==> src/rtl/cs_unit_pkg.sv <==
// Purpose: Shared constants for the chip-select and wait-state unit
// Assumes: One 25 MHz clock; configuration arrives as plain ports
// Notes: Wait codes 0..13 insert states, 14 is fast, 15 waits externally
package cs_unit_pkg;
  localparam int NUM_CS = 12;
  localparam int ADDR_W_DEF = 24;
  localparam int BOOT_CH = 0;
  // Per-channel wait code encodings
  localparam logic [3:0] WAIT_MAX = 4'hD;
  localparam logic [3:0] WAIT_FAST = 4'hE;
  localparam logic [3:0] WAIT_EXT = 4'hF;
  localparam logic [3:0] BOOT_WAIT_RST = 4'hD;
  // Cycle lengths in clocks
  localparam logic [4:0] BASE_CLOCKS = 5'h03;
  localparam logic [4:0] FAST_CLOCKS = 5'h02;
  localparam logic [3:0] EXT_FIRST_PHASE = 4'h2;
  localparam logic [3:0] DS_WRITE_PHASE = 4'h1;
  localparam logic [3:0] PHASE_SAT = 4'hF;
  localparam logic [1:0] STRAP_SETTLE = 2'h3; // Sync holds only post-release samples by then
  // Channel function codes
  localparam logic [1:0] FUNC_SEL = 2'h0;
  localparam logic [1:0] FUNC_INTERRUPT_ACK_STROBE = 2'h1;
  localparam logic [1:0] FUNC_AUTOVECTOR_TERMINATION = 2'h2;
  // Byte-lane decode and direction codes
  localparam logic [1:0] BYTE_BOTH = 2'h0;
  localparam logic [1:0] BYTE_UPPER = 2'h1;
  localparam logic [1:0] BYTE_LOWER = 2'h2;
  localparam logic [1:0] RW_BOTH = 2'h0;
  localparam logic [1:0] RW_READ = 2'h1;
  localparam logic [1:0] RW_WRITE = 2'h2;
endpackage

==> src/rtl/cs_match.sv <==
// Purpose: Address, space, direction and byte-lane decode of one channel
// Assumes: Inputs come from registered cycle state on the same clock
// Notes: Purely combinational; the parent registers the cycle state but drives select_n straight from line
`timescale 1ns/1ps
module cs_match import cs_unit_pkg::*; #(
  parameter int ADDR_W = ADDR_W_DEF
) (
  input wire logic [ADDR_W-1:0] addr, // Latched cycle address
  input wire logic [ADDR_W-1:0] base, // Channel base address
  input wire logic [ADDR_W-1:0] mask, // Ones mark compared bits
  input wire logic enable, // Channel enabled
  input wire logic cpu_space, // Cycle is an interrupt acknowledge
  input wire logic rd, // Cycle reads
  input wire logic word, // Cycle moves a word
  input wire logic [1:0] func, // Channel function
  input wire logic port16, // Target is 16 bits wide
  input wire logic [1:0] byte_mode, // Byte-lane decode
  input wire logic [1:0] rw_mode, // Direction qualifier
  input wire logic whole_word, // Ignore byte decode entirely
  output logic hit, // Range and space match
  output logic line // Select line may assert
);
  logic space_ok;
  logic lane_hi;
  logic lane_lo;
  logic lane_ok;
  logic dir_ok;

  // Acknowledge functions only answer cycles in cpu space
  assign space_ok = (func == FUNC_SEL) ? !cpu_space : cpu_space;
  assign hit = enable && space_ok && (((addr ^ base) & mask) == '0);
  // Even byte rides the upper lane, odd byte the lower one
  assign lane_hi = !port16 || word || !addr[0];
  assign lane_lo = port16 && (word || addr[0]);
  // Lane decode only has meaning on a 16-bit port
  always_comb begin
    lane_ok = 1'b1;
    if (port16 && !whole_word && byte_mode == BYTE_UPPER) begin
      lane_ok = lane_hi;
    end else if (port16 && !whole_word && byte_mode == BYTE_LOWER) begin
      lane_ok = lane_lo;
    end
  end
  assign dir_ok = (rw_mode == RW_BOTH) || ((rw_mode == RW_READ) == rd);
  assign line = hit && lane_ok && dir_ok;
endmodule

==> src/rtl/chip_select_wait_state_unit.sv <==
// Purpose: Twelve chip selects with internal or external cycle termination
// Assumes: Pin inputs are raw and get two flops; requests are clk-domain
// Notes: Channel 0 is the boot select; read data is sampled after sync
// Operation
// - Twelve independent select outputs, each asserted for its programmed range.
// - A channel may select, acknowledge, strobe interrupt acknowledge or autovector.
// - A channel waits for external acknowledge inputs or terminates internally.
// - Internal termination works even when the pin serves another use.
// - Programmed wait states are inserted after state 3, then the cycle ends.
// - Internally ended cycle lasts three clocks plus one per wait state.
// - Wait count reaches at most thirteen.
// - Fast option ends the cycle one clock before zero wait.
// - Select timed from address strobe or data strobe; data strobe later on writes.
// - Boot channel is enabled straight out of reset.
// - Boot width latched from lowest data line at reset release; default 16.
// - Writes through the 16-bit boot select always cover the whole word.
// - Each channel is an 8-bit or 16-bit port; transfers sized to fit.
// - An 8-bit port moves data only on the upper eight lines.
// - Writes to an 8-bit port echo the byte on the lower lines.
// - Byte reads from a 16-bit port take only the addressed lane.
// - A 16-bit channel other than the boot channel may decode only upper or only lower byte accesses.
`timescale 1ns/1ps
module chip_select_wait_state_unit import cs_unit_pkg::*; #(
  parameter int ADDR_W = ADDR_W_DEF
) (
  input wire logic clk, // 25 MHz system clock
  input wire logic rstn, // Asynchronous reset, active low
  input wire logic cyc_start, // Pulse: start a bus cycle
  input wire logic [ADDR_W-1:0] cyc_addr, // Byte address of the cycle
  input wire logic cyc_read, // High for read
  input wire logic cyc_word, // High for word, low for byte
  input wire logic cyc_cpu_space, // Interrupt acknowledge cycle
  input wire logic [15:0] cyc_wdata, // Write data, byte in low half
  output logic cyc_done, // Pulse: cycle finished
  output logic cyc_autovec, // Pulse with done: autovector ending
  output logic [15:0] cyc_rdata, // Read data, byte in low half
  input wire logic [NUM_CS*ADDR_W-1:0] cs_base, // Base per channel
  input wire logic [NUM_CS*ADDR_W-1:0] cs_mask, // Compare mask per channel
  input wire logic [NUM_CS-1:0] cs_enable, // Channel enables
  input wire logic [NUM_CS-1:0] cs_pin_sel, // Pin used as select
  input wire logic [2*NUM_CS-1:0] cs_func, // Function per channel
  input wire logic [4*NUM_CS-1:0] cs_wait, // Wait code per channel
  input wire logic [NUM_CS-1:0] cs_port16, // 16-bit port per channel
  input wire logic [2*NUM_CS-1:0] cs_byte, // Byte decode per channel
  input wire logic [2*NUM_CS-1:0] cs_rw, // Direction per channel
  input wire logic [NUM_CS-1:0] cs_use_ds, // Time from data strobe
  input wire logic boot_program, // Software took over boot channel
  output logic [NUM_CS-1:0] select_n, // Select pins, active low
  output logic interrupt_ack_strobe, // Acknowledge strobe active
  output logic [ADDR_W-1:0] bus_addr, // External address
  output logic bus_read, // External read/write level
  output logic as_n, // Address strobe, active low
  output logic ds_n, // Data strobe, active low
  output logic [15:0] data_out, // Data pins, output value
  output logic data_oe, // Data pins driven
  input wire logic [15:0] data_in, // Data pins, input value
  input wire logic width_strap_line, // Lowest data line at reset
  input wire logic transfer_size_ack_high_n, // External ack, upper
  input wire logic transfer_size_ack_low_n, // External ack, lower
  output logic boot_port16 // Latched boot width
);
  typedef enum logic [0:0] {CYC_IDLE, CYC_RUN} cyc_e;
  typedef struct packed {
    cyc_e st;
    logic [3:0] phase;
    logic [ADDR_W-1:0] addr;
    logic rd;
    logic word;
    logic cpu;
    logic second;
    logic [15:0] wdata;
    logic [15:0] rdata;
    logic [15:0] dout;
    logic done;
    logic autovector_termination;
    logic [1:0] ackh_s;
    logic [1:0] ackl_s;
    logic [1:0] strap_s;
    logic [1:0] strap_age;
    logic strap16;
    logic [15:0] din_s1;
    logic [15:0] din_s2;
  } state_s;

  state_s st;
  state_s next_st;
  logic [NUM_CS-1:0] hit;
  logic [NUM_CS-1:0] line;
  logic [NUM_CS-1:0] ds_ok;
  logic [NUM_CS-1:0] is_interrupt_ack_strobe;
  logic [3:0] ch;
  logic any_hit;
  logic [3:0] ws;
  logic port16;
  logic ext_ack;
  logic [4:0] len;
  logic last_int;
  logic ack_seen;
  logic term;
  logic split;

  // Per-channel decode; boot channel runs on reset defaults until programmed
  for (genvar i = 0; i < NUM_CS; i++) begin : g_ch
    logic boot_dflt;
    logic en;
    logic p16;
    logic [1:0] fn;
    assign boot_dflt = (i == BOOT_CH) && !boot_program;
    assign en = boot_dflt ? 1'b1 : cs_enable[i];
    assign p16 = (i == BOOT_CH) && !boot_program ? st.strap16 : cs_port16[i];
    assign fn = boot_dflt ? FUNC_SEL : cs_func[2*i +: 2];
    cs_match #(.ADDR_W(ADDR_W)) u_match (
      .addr(st.addr),
      .base(cs_base[ADDR_W*i +: ADDR_W]),
      .mask(boot_dflt ? '0 : cs_mask[ADDR_W*i +: ADDR_W]),
      .enable(en),
      .cpu_space(st.cpu),
      .rd(st.rd),
      .word(st.word),
      .func(fn),
      .port16(p16),
      .byte_mode(boot_dflt ? BYTE_BOTH : cs_byte[2*i +: 2]),
      .rw_mode(boot_dflt ? RW_BOTH : cs_rw[2*i +: 2]),
      .whole_word((i == BOOT_CH) && p16),
      .hit(hit[i]),
      .line(line[i])
    );
    // Data-strobe timing holds write selects off in the first state
    assign ds_ok[i] = !(cs_use_ds[i] && !boot_dflt && !st.rd)
      || (st.phase >= DS_WRITE_PHASE);
    // Pin given to another use stays high, yet termination still comes
    assign select_n[i] = !(st.st == CYC_RUN && line[i] && ds_ok[i]
      && (cs_pin_sel[i] || boot_dflt));
    assign is_interrupt_ack_strobe[i] = (fn == FUNC_INTERRUPT_ACK_STROBE) && !select_n[i];
  end

  assign interrupt_ack_strobe = |is_interrupt_ack_strobe;

  // Lowest matching channel owns termination and port width
  always_comb begin
    ch = 4'h0;
    any_hit = 1'b0;
    for (int i = NUM_CS - 1; i >= 0; i--) begin
      if (hit[i]) begin
        ch = 4'(i);
        any_hit = 1'b1;
      end
    end
  end

  assign ws = (ch == 4'(BOOT_CH) && !boot_program) ? BOOT_WAIT_RST : cs_wait[4*ch +: 4];
  assign port16 = (ch == 4'(BOOT_CH) && !boot_program) ? st.strap16 : cs_port16[ch];
  assign ext_ack = !any_hit || ws == WAIT_EXT;
  // Three base clocks plus waits, or two for fast ending
  assign len = (ws == WAIT_FAST) ? FAST_CLOCKS : BASE_CLOCKS + {1'b0, ws};
  assign last_int = !ext_ack && ({1'b0, st.phase} == len - 5'h01);
  assign ack_seen = !st.ackh_s[1] || !st.ackl_s[1];
  assign term = (st.st == CYC_RUN)
    && (last_int || (ext_ack && st.phase >= EXT_FIRST_PHASE && ack_seen));
  // A word through an 8-bit port is split into two byte cycles
  assign split = st.word && !port16;

  // Pin driven outputs; data held back until it is settled in state two
  assign bus_addr = st.addr;
  assign bus_read = (st.st == CYC_RUN) ? st.rd : 1'b1;
  assign as_n = !(st.st == CYC_RUN);
  assign ds_n = !(st.st == CYC_RUN && (st.rd || st.phase >= DS_WRITE_PHASE));
  assign data_out = st.dout;
  assign data_oe = st.st == CYC_RUN && !st.rd && st.phase >= DS_WRITE_PHASE;
  assign cyc_done = st.done;
  assign cyc_autovec = st.autovector_termination;
  assign cyc_rdata = st.rdata;
  assign boot_port16 = st.strap16;

  // Next-state logic of the whole unit
  always_comb begin
    logic [7:0] wb;
    next_st = st;
    wb = st.wdata[7:0];
    next_st.done = 1'b0;
    next_st.autovector_termination = 1'b0;
    next_st.ackh_s = {st.ackh_s[0], transfer_size_ack_high_n};
    next_st.ackl_s = {st.ackl_s[0], transfer_size_ack_low_n};
    next_st.strap_s = {st.strap_s[0], width_strap_line};
    next_st.din_s1 = data_in;
    next_st.din_s2 = st.din_s1;
    // Width strap taken once the synchroniser has filled after release
    if (st.strap_age != STRAP_SETTLE) begin
      next_st.strap_age = st.strap_age + 2'h1;
      if (st.strap_age + 2'h1 == STRAP_SETTLE) begin
        next_st.strap16 = st.strap_s[1];
      end
    end
    // Write lanes: 8-bit byte on upper with echo, 16-bit byte on both lanes, except the boot channel's whole word
    if (split) begin
      wb = st.second ? st.wdata[7:0] : st.wdata[15:8];
    end
    if (!port16) begin
      next_st.dout = {wb, wb};
    end else if (st.word || (ch == 4'(BOOT_CH))) begin
      next_st.dout = st.wdata;
    end else begin
      next_st.dout = {wb, wb};
    end
    case (st.st)
      CYC_IDLE: begin
        if (cyc_start) begin
          next_st.st = CYC_RUN;
          next_st.phase = 4'h0;
          next_st.addr = cyc_addr;
          next_st.rd = cyc_read;
          next_st.word = cyc_word;
          next_st.cpu = cyc_cpu_space;
          next_st.wdata = cyc_wdata;
          next_st.second = 1'b0;
        end
      end
      CYC_RUN: begin
        if (term) begin
          if (st.rd) begin
            if (!port16) begin
              // 8-bit port reads only the upper lines
              if (!st.word) begin
                next_st.rdata = {8'h00, st.din_s2[15:8]};
              end else if (st.second) begin
                next_st.rdata[7:0] = st.din_s2[15:8];
              end else begin
                next_st.rdata[15:8] = st.din_s2[15:8];
              end
            end else if (st.word) begin
              next_st.rdata = st.din_s2;
            end else begin
              // Other lane is ignored on a byte read
              next_st.rdata = {8'h00, st.addr[0] ? st.din_s2[7:0] : st.din_s2[15:8]};
            end
          end
          if (split && !st.second) begin
            next_st.second = 1'b1;
            next_st.addr[0] = 1'b1;
            next_st.phase = 4'h0;
          end else begin
            next_st.st = CYC_IDLE;
            next_st.done = 1'b1;
            next_st.autovector_termination = any_hit && cs_func[2*ch +: 2] == FUNC_AUTOVECTOR_TERMINATION
              && !(ch == 4'(BOOT_CH) && !boot_program);
          end
        end else if (st.phase != PHASE_SAT) begin
          next_st.phase = st.phase + 4'h1;
        end
      end
      default: next_st.st = CYC_IDLE;
    endcase
  end

  // State register; strap sync resets high to match the weak pull-up
  always_ff @(posedge clk or negedge rstn) begin
    if (!rstn) begin
      st <= '0;
      st.st <= CYC_IDLE;
      st.rd <= 1'b1;
      st.ackh_s <= 2'h3;
      st.ackl_s <= 2'h3;
      st.strap_s <= 2'h3;
      st.strap16 <= 1'b1;
    end else begin
      st <= next_st;
    end
  end

  // Helper for checks: clocks spent in the current half-cycle
  logic [4:0] run_clocks;
  always_ff @(posedge clk or negedge rstn) begin
    if (!rstn) begin
      run_clocks <= 5'h00;
    end else if (st.st != CYC_RUN || term) begin
      run_clocks <= 5'h00;
    end else if (run_clocks != 5'h1F) begin
      run_clocks <= run_clocks + 5'h01;
    end
  end
endmodule

==> config.mk <==
export PLATFORM = sky130hd
export DESIGN_NAME = chip_select_wait_state_unit
export DESIGN_NICKNAME = d
export VERILOG_FILES = /design/src/rtl/cs_unit_pkg.sv /design/src/rtl/cs_match.sv /design/src/rtl/chip_select_wait_state_unit.sv
export SDC_FILE = /design/constraint.sdc
export NUM_CORES = 1
export LEC_CHECK = 0
export ABC_CLOCK_PERIOD_IN_PS = 6680
export BUFFER_PORTS_ARGS = -buffer_cell sky130_fd_sc_hd__buf_2
export CAP_MARGIN = 20
export CORE_AREA = 5 5 340 342
export CTS_CLUSTER_DIAMETER = 30
export DETAILED_ROUTE_END_ITERATION = 8
export DIE_AREA = 0 0 345 347
export SYNTH_ARGS = -nofsm -noshare
export SYNTH_HDL_FRONTEND = slang
export SYNTH_SLANG_ARGS = --single-unit
==> constraint.sdc <==
create_clock -name clk -period 6.68 [get_ports clk]
set_input_delay 1.002 -clock clk [delete_from_list [all_inputs] [get_ports clk]]
set_output_delay 1.002 -clock clk [all_outputs]
set_load 0.05 [all_outputs]
==> run_results.csv, run 1 <==
group,metric,value,unit
run_status,status,"complete, no violations",
min_path,hold-path-cell-count,0,
floorplan,initial_utilization,11.6,%
floorplan,die-area,0.120,sq mm
min_path,worst_hold_startpoint,"next_st[6]",
global_route,antenna_found_initial,142,
synth,synth_top_area_share,22.3,%
sta,finalSetupViolations,0,
global_route,grt_max_degree,71,
global_route,grt_overflow_total,0,
global_route,grt_pass1_vias,17325,
route,remaining_drc_errors,0,
sta,fmax,154,MHz
sta,skew,0.0167,ns
clock_tree,cts-root-buf,"clkbuf_16",
placement,place_inst,3912,
clock_tree,h-tree-depth,4,
layout,final_layout_size_suffix_gt1_share,50.9,%
sta,hold_viol,0,
synth,avgSynthCellArea,8.80,sq um
layout,nNetsFinal,3251,
worst_setup_path,timing.rr.start,"bus_addr[13]",
worst_setup_path,crit_fanout,8,
synth,syn_inst,1476,
min_path,min_path_type,"reg2reg",
floorplan,dieHeight,347,um
clock_tree,cts_tree,"yes",
synth,syn_area,0.0130,sq mm
route,viasPerCell,4.32,
floorplan,core,0.112,sq mm
floorplan,ios,886,
sta,final.period_utilization,97.3,%
synth,synth-seq-cells,124,
clock_tree,path_clk_slew,0.06,ns
synth,synth-main-ff-cell,"dfrtp_1",
flow_run,max_cap_viol_count,0,
layout,area_delta_synth_final,62.1,%
synth,seq_area_frac_synth,24.0,%
worst_setup_path,critPathRequiredTime,7.01,ns
power,powerDensity,380,mW/mm^2
layout,design_area,0.0211,sq mm
power,p_total,8000,uW
synth,ys_top_cells_by_area,"dfrtp_1 (22%), xor2_1 (19%), a22oi_1 (12%), mux2_2 (6.2%), buf_4 (3.9%)",
clock_tree,clock_latency,0.46,ns
route,drtIter0Drc,1669,
clock_tree,clk_path_buf_depth,2,
sta,worst_pin_slew,0.797,ns
power,ir_drop,0.000229,V
layout,utilization,18.8,%
global_route,grt_first_pass_wirelength,162000,um
synth,async_reset_ff_share,100,%
power,power_leakage,0.00987,uW
sta,drv_slew,0,
clock_tree,cts_sinks,124,
worst_setup_path,cp-start-kind,"primary input",
placement,port_buffers,883,
synth,syn-num-nets,2296,
worst_setup_path,worstRegToRegCells,27,
synth,synth.largest_area_cell,"dfrtp_1",
min_path,hold_end,"st[6]",
worst_setup_path,crit_path_end_kind,"register",
synth,ys.warnings.count,0,
floorplan,row_count,123,
sta,fin_hold_ws,0.348,ns
placement,placed_area,0.0202,sq mm
sta,period_minus_slack,6.50,ns
route,firstDrtPassIters,6,
floorplan,die_w,345,um
route,routed_wl,128000,um
worst_setup_path,crit_type,"in2reg",
sta,slew_headroom,46.9,%
synth,synth_cell_types,81,
worst_setup_path,r2r-end,"cyc_rdata[0]",
global_route,track_usage,20.1,%
layout,finalNonFillerCells,4006,
route,routedWlPerCell,31.9,um
route,ant_nets,0,
clock_tree,numCtsBuffers,17,
worst_setup_path,reg2reg_slack,0.27,ns
placement,dpl.hpwl,116000,um
placement,gp_congestion,0.988,
synth,synth-edff-count,0,
worst_setup_path,cp.arrival,6.83,ns
route,via_count,17295,
## final cells by class
class / count / area [sq um]
diodes: 62 / 155
clock buffers: 18 / 429
clock inverters: 14 / 184
fillers: 12816 / 91000
inverters: 32 / 123
multi-input cells: 1188 / 9000
flip-flops and latches: 124 / 3130
well taps: 1500 / 1880
repair buffers: 1068 / 6160
## what timing repair did
action / in CTS / in global routing
endpoints found under the setup margin: 0 / 22
resized for setup: 0 / 19
hold buffers: 0 / 0
setup buffers: 0 / 0
endpoints found under the hold margin: 0 / 0
## synthesized netlist by cell type, drive strengths merged (25+ instances only)
cell	count
mux2	81
o21ai	40
xor2	289
dfrtp	116
inv	32
a22oi	216
nand2	111
buf	110
nand4	78
a21oi	35
nand3	48
nor2	40
nor4	29
mux2i	25
## placed cells by master (no fill, tap or decap), types with 20 or more instances in the layout
| cell type | count |
|---|---|
| nand2_1 | 110 |
| nor3b_1 | 20 |
| inv_1 | 31 |
| o21ai_0 | 38 |
| buf_12 | 27 |
| diode_2 | 62 |
| mux2_2 | 72 |
| a21oi_1 | 34 |
| nand3_1 | 48 |
| a22oi_1 | 212 |
| mux2i_1 | 25 |
| nand4_1 | 78 |
| xor2_1 | 289 |
| nor2_1 | 39 |
| dfrtp_1 | 108 |
| buf_2 | 882 |
| buf_4 | 157 |
## critical path: stages
cell,delay [ns]
buf_2,0.13
or3_1,0.46
a22oi_1,0.27
nand4_1,0.23
nor4_1,0.56
buf_4,0.27
nor4_1,0.06
buf_4,0.13
or3_1,0.42
o31ai_1,0.28
o31a_1,0.19
nor4b_2,0.06
buf_4,0.15
nand2_1,0.09
buf_4,0.12
inv_1,0.05
ha_1,0.21
buf_4,0.14
o21a_1,0.12
buf_4,0.15
mux2_2,0.25
a32o_1,0.23
nor4_2,0.32
o2111a_1,0.29
o21a_1,0.19
buf_12,0.16
mux2_4,0.30
## power by group
group	switching (uW)	total, uW	internal (uW)
sequential	362	1380	1020
combinational	3670	5620	1950
clock	398	992	594
## how the worst max path moves through the flow
stage	startpoint	end	slack, ns	depth (start not counted)
floorplan	cs_func[9]	cyc_rdata[0]	0.47	24
detailed placement	cs_base[259]	cyc_rdata[9]	-0.48	27
global placement	cs_base[259]	cyc_rdata[10]	-0.42	29
global route	cs_func[20]	cyc_rdata[9]	-0.006	25
finish	cs_func[22]	cyc_rdata[0]	0.18	27
CTS	cs_base[259]	cyc_rdata[13]	0.01	27
## logic make-up after synthesis
| family | count (synthesis) | share of synthesized area [%] |
|---|---|---|
| xor gates and xnor gates | 293 | 19.8 |
| and+or+nand+nor | 397 | 16.3 |
| buffers and inverters | 164 | 8.05 |
| adders and majority gates | 10 | 0.963 |
| muxes | 107 | 9.38 |
| DFF | 124 | 24.0 |
| AOI/OAI and AO/OA | 381 | 21.6 |
## metal layers
| layer | wire length, um | vias to the layer above | track usage (%) | part of all wire [%] |
|---|---|---|---|---|
| li1 | - | 7459 | - | - |
| met1 | 52500 | 8336 | 25.2 | 41 |
| met2 | 56500 | 1189 | 31.4 | 44 |
| met3 | 13800 | 261 | 8.11 | 11 |
| met4 | 4480 | 50 | 6.68 | 3.5 |
| met5 | 332 | - | 0 | 0.26 |
## state kept, by name, summed over array words and instances (netlist names)
name         count
next_st         19
data_out        16
bus_addr        24
st              46
boot_port16      1
cyc_done         1
cyc_rdata       16
cyc_autovec      1
## metrics by stage
stage / worst slack [ns] / setup TNS [ns]
finish: 0.182 / 0
global route: -0.00645 / -0.00645
floorplan: 0.470 / 0
detailed placement: -0.480 / -9.36
CTS: 0.0121 / 0
global placement: -0.416 / -8.54
Power figures use the tool's default switching activity.
==> inputs of run 2 (changes only) <==
--- a/config.mk
+++ b/config.mk
@@ -5,13 +5,14 @@
 export SDC_FILE = /design/constraint.sdc
 export NUM_CORES = 1
 export LEC_CHECK = 0
+export ABC_AREA = 1
 export ABC_CLOCK_PERIOD_IN_PS = 6680
 export BUFFER_PORTS_ARGS = -buffer_cell sky130_fd_sc_hd__buf_2
 export CAP_MARGIN = 20
-export CORE_AREA = 5 5 340 342
+export CORE_AREA = 5 5 342 344
 export CTS_CLUSTER_DIAMETER = 30
 export DETAILED_ROUTE_END_ITERATION = 8
-export DIE_AREA = 0 0 345 347
+export DIE_AREA = 0 0 347 349
 export SYNTH_ARGS = -nofsm -noshare
 export SYNTH_HDL_FRONTEND = slang
 export SYNTH_SLANG_ARGS = --single-unit
==> run 2 against run 1 <==
Compared with the run above:
- worst setup slack improved by 0.54 ns
- synthesized cell count rose by 49%
- register-to-register slack improved by 0.46 ns
- routed wire length rose by 1.6%
- clock skew rose by 0.0039 ns
- sequential share of layout area rose by 0.39 points
- global-route usage rose by 0.16 points
- final area fell by 2.9%
- final cell count rose by 16%
- non-clock buffer count fell by 79
- via count rose by 12%
- largest cell class unchanged
- highest routed layer unchanged
==> run_results.csv, run 2 <==
group,metric,value,unit
run_status,status,"complete, no violations",
sta,hold_viol,0,
floorplan,ios,886,
layout,layout_commonest_cell,"buf_2",
route,drtIter0Drc,1712,
sta,fin_hold_ws,0.338,ns
synth,synth-edff-count,0,
synth,syn_area,0.0135,sq mm
layout,layout_common_cells,"buf_2 (881), nand2_1 (708), nand3_1 (242)",
floorplan,initial_utilization,11.8,%
worst_setup_path,cp_slowest_cell,"dfrtp_1",
clock_tree,cts-root-buf,"clkbuf_16",
min_path,hold_end,"st[15]",
synth,syn_inst,2196,
layout,largest_register_ffs,46,
layout,nNetsFinal,3891,
clock_tree,postCtsSetupBuffers,0,
synth,syn-num-nets,3016,
placement,port_buffers,883,
power,clkPwrFrac,14.6,%
floorplan,row_count,124,
worst_setup_path,critPathRequiredTime,7.06,ns
synth,seq_area_frac_synth,23.1,%
layout,multi_input_comb_area,0.00870,sq mm
placement,dpl.hpwl,117000,um
clock_tree,cts_tree,"yes",
power,powerDensity,335,mW/mm^2
floorplan,core,0.114,sq mm
global_route,grt_max_degree,70,
global_route,antenna_found_initial,159,
layout,fillers,13313,
global_route,track_usage,20.3,%
synth,avgSynthCellArea,6.13,sq um
clock_tree,path_clk_slew,0.08,ns
route,routed_wl,130000,um
worst_setup_path,timing.rr.start,"bus_addr[15]",
sta,worst_pin_slew,1.19,ns
clock_tree,cts_sinks,124,
sta,fmax,168,MHz
min_path,hold-path-cell-count,0,
sta,slew_headroom,20.8,%
worst_setup_path,reg2reg_slack,0.73,ns
clock_tree,numCtsBuffers,17,
route,viasPerCell,4.15,
sta,final.period_utilization,89.1,%
global_route,grt_first_pass_wirelength,165000,um
synth,synth.most_common_cell,"nand2_1",
global_route,grt_overflow_total,0,
worst_setup_path,crit_fanout,14,
global_route,grt_pass1_vias,18120,
worst_setup_path,cp-start-kind,"register",
synth,ys.warnings.count,0,
power,p_total,6850,uW
layout,area_delta_synth_final,51.9,%
floorplan,dieHeight,349,um
power,swShare,58.6,%
sta,tns,0,ns
layout,utilization,18.0,%
route,via_count,19355,
synth,synth_top_area_share,21.6,%
route,routedWlPerCell,27.8,um
synth,ys_top_cells_by_area,"dfrtp_1 (22%), nand2_1 (20%), nand3_1 (9.0%), nor2_1 (5.7%), inv_1 (5.0%)",
power,internal_power,2830,uW
route,firstDrtPassIters,5,
power,switching_power,4010,uW
worst_setup_path,cp_common_cell,"nand2_1",
worst_setup_path,cp.arrival,6.33,ns
sta,drv_slew,0,
floorplan,die-area,0.121,sq mm
worst_setup_path,crit_path_end_kind,"register",
layout,largest-register,"st",
floorplan,die_w,347,um
route,remaining_drc_errors,0,
synth,synth-main-ff-cell,"dfrtp_1",
sta,finalSetupViolations,0,
synth,async_reset_ff_share,100,%
clock_tree,clk_path_buf_depth,2,
power,ir_drop,0.000207,V
worst_setup_path,crit_type,"reg2reg",
sta,fin_ws,0.726,ns
min_path,worst_hold_startpoint,"next_st[15]",
worst_setup_path,critical-path-max-stage-delay,0.80,ns
synth,synth_cell_types,64,
sta,skew,0.0206,ns
synth,synth-seq-cells,124,
layout,seq_area,0.00312,sq mm
clock_tree,h-tree-depth,4,
layout,final_layout_size_suffix_gt1_share,37.1,%
sta,rsz0062_at_grt,"no",
worst_setup_path,r2r-end,"cyc_rdata[6]",
clock_tree,cts_hold_buf,0,
worst_setup_path,worstRegToRegCells,31,
clock_tree,cts_resized,0,
route,ant_nets,0,
synth,synth.largest_area_cell,"dfrtp_1",
clock_tree,clock_latency,0.44,ns
placement,pre_cts_ws,0.636,ns
power,pwr-share-seq,22.5,%
sta,period_minus_slack,5.95,ns
flow_run,max_cap_viol_count,0,
placement,gp_congestion,0.996,
min_path,min_path_type,"reg2reg",
power,power_leakage,0.0107,uW
power,p_comb_share,63.0,%
synth,synth_commonest_cells,"nand2_1 (708), nand3_1 (242), nor2_1 (203)",
[run 2: changes by cell type after synthesis, moves of 148 or more]
cell	delta
xor2_1	-218
nand3_1	+194
a22oi_1	-212
inv_1	+148
nor2_1	+163
nand2_1	+598
[run 2: cells by family after synthesis]
family	synth area share, %
AOI/OAI and AO/OA	10.4
xor gates and xnor gates	4.69
adders and majority gates	0.930
buffers and inverters	12.3
DFF	23.1
muxes	1.26
and+or+nand+nor	47.3
[run 2: metal layers]
| layer | global-route usage [%] | routed length, um | part of all wire (%) |
|---|---|---|---|
| met5 | 0 | 445 | 0.34 |
| met4 | 5.78 | 4070 | 3.1 |
| met3 | 7.15 | 12800 | 9.9 |
| met2 | 33.9 | 60000 | 46 |
| met1 | 24.6 | 52400 | 40 |
[run 2: critical path: cells and delay by family (launching register included)]
family,cells,cell delay (ns)
adder cells (fa/ha/maj),1,0.23
AO/OA/AOI/OAI,1,0.21
XOR/XNOR,1,0.51
flip-flops,1,0.80
buffers and inverters,6,0.97
AND/OR/NAND/NOR,22,3.14
[run 2: through the flow]
stage	cell area, sq um	cells
6_report	20400	4662
5_1_grt	20300	4618
3_5_place_dp	19700	4564
4_1_cts	20300	4596
2_1_floorplan	13500	2196
3_3_place_gp	19700	4564
[run 2: worst max-delay path by stage]
stage	from	end	slack [ns]	depth (start not counted)
after detailed placement	cs_base[262]	cyc_rdata[6]	0.64	42
after global routing	bus_addr[15]	cyc_rdata[1]	0.30	31
after floorplan	cs_base[248]	cyc_rdata[4]	2.04	41
final	bus_addr[15]	cyc_rdata[6]	0.73	31
after global placement	cs_base[240]	cyc_rdata[1]	0.66	43
after CTS	bus_addr[0]	cyc_rdata[6]	0.75	31
[run 2: power by group through the flow]
stage	Combinational (uW)	Clock [uW]	Sequential [uW]
finish	4310	997	1540
global route	4670	1060	1570
CTS	4360	1040	1530
detailed placement	4350	0	1540
global placement	4320	0	1530
floorplan	2990	0	1150
[run 2: final cells by class]
type                    count  share of cell area, %
well taps                1512                   9.26
clock buffers              17                   2.08
repair buffers            989                   25.8
clock inverters            15                  0.839
inverters                 186                   3.42
diodes                     66                  0.808
multi-input cells        1753                   42.6
flip-flops and latches    124                   15.2
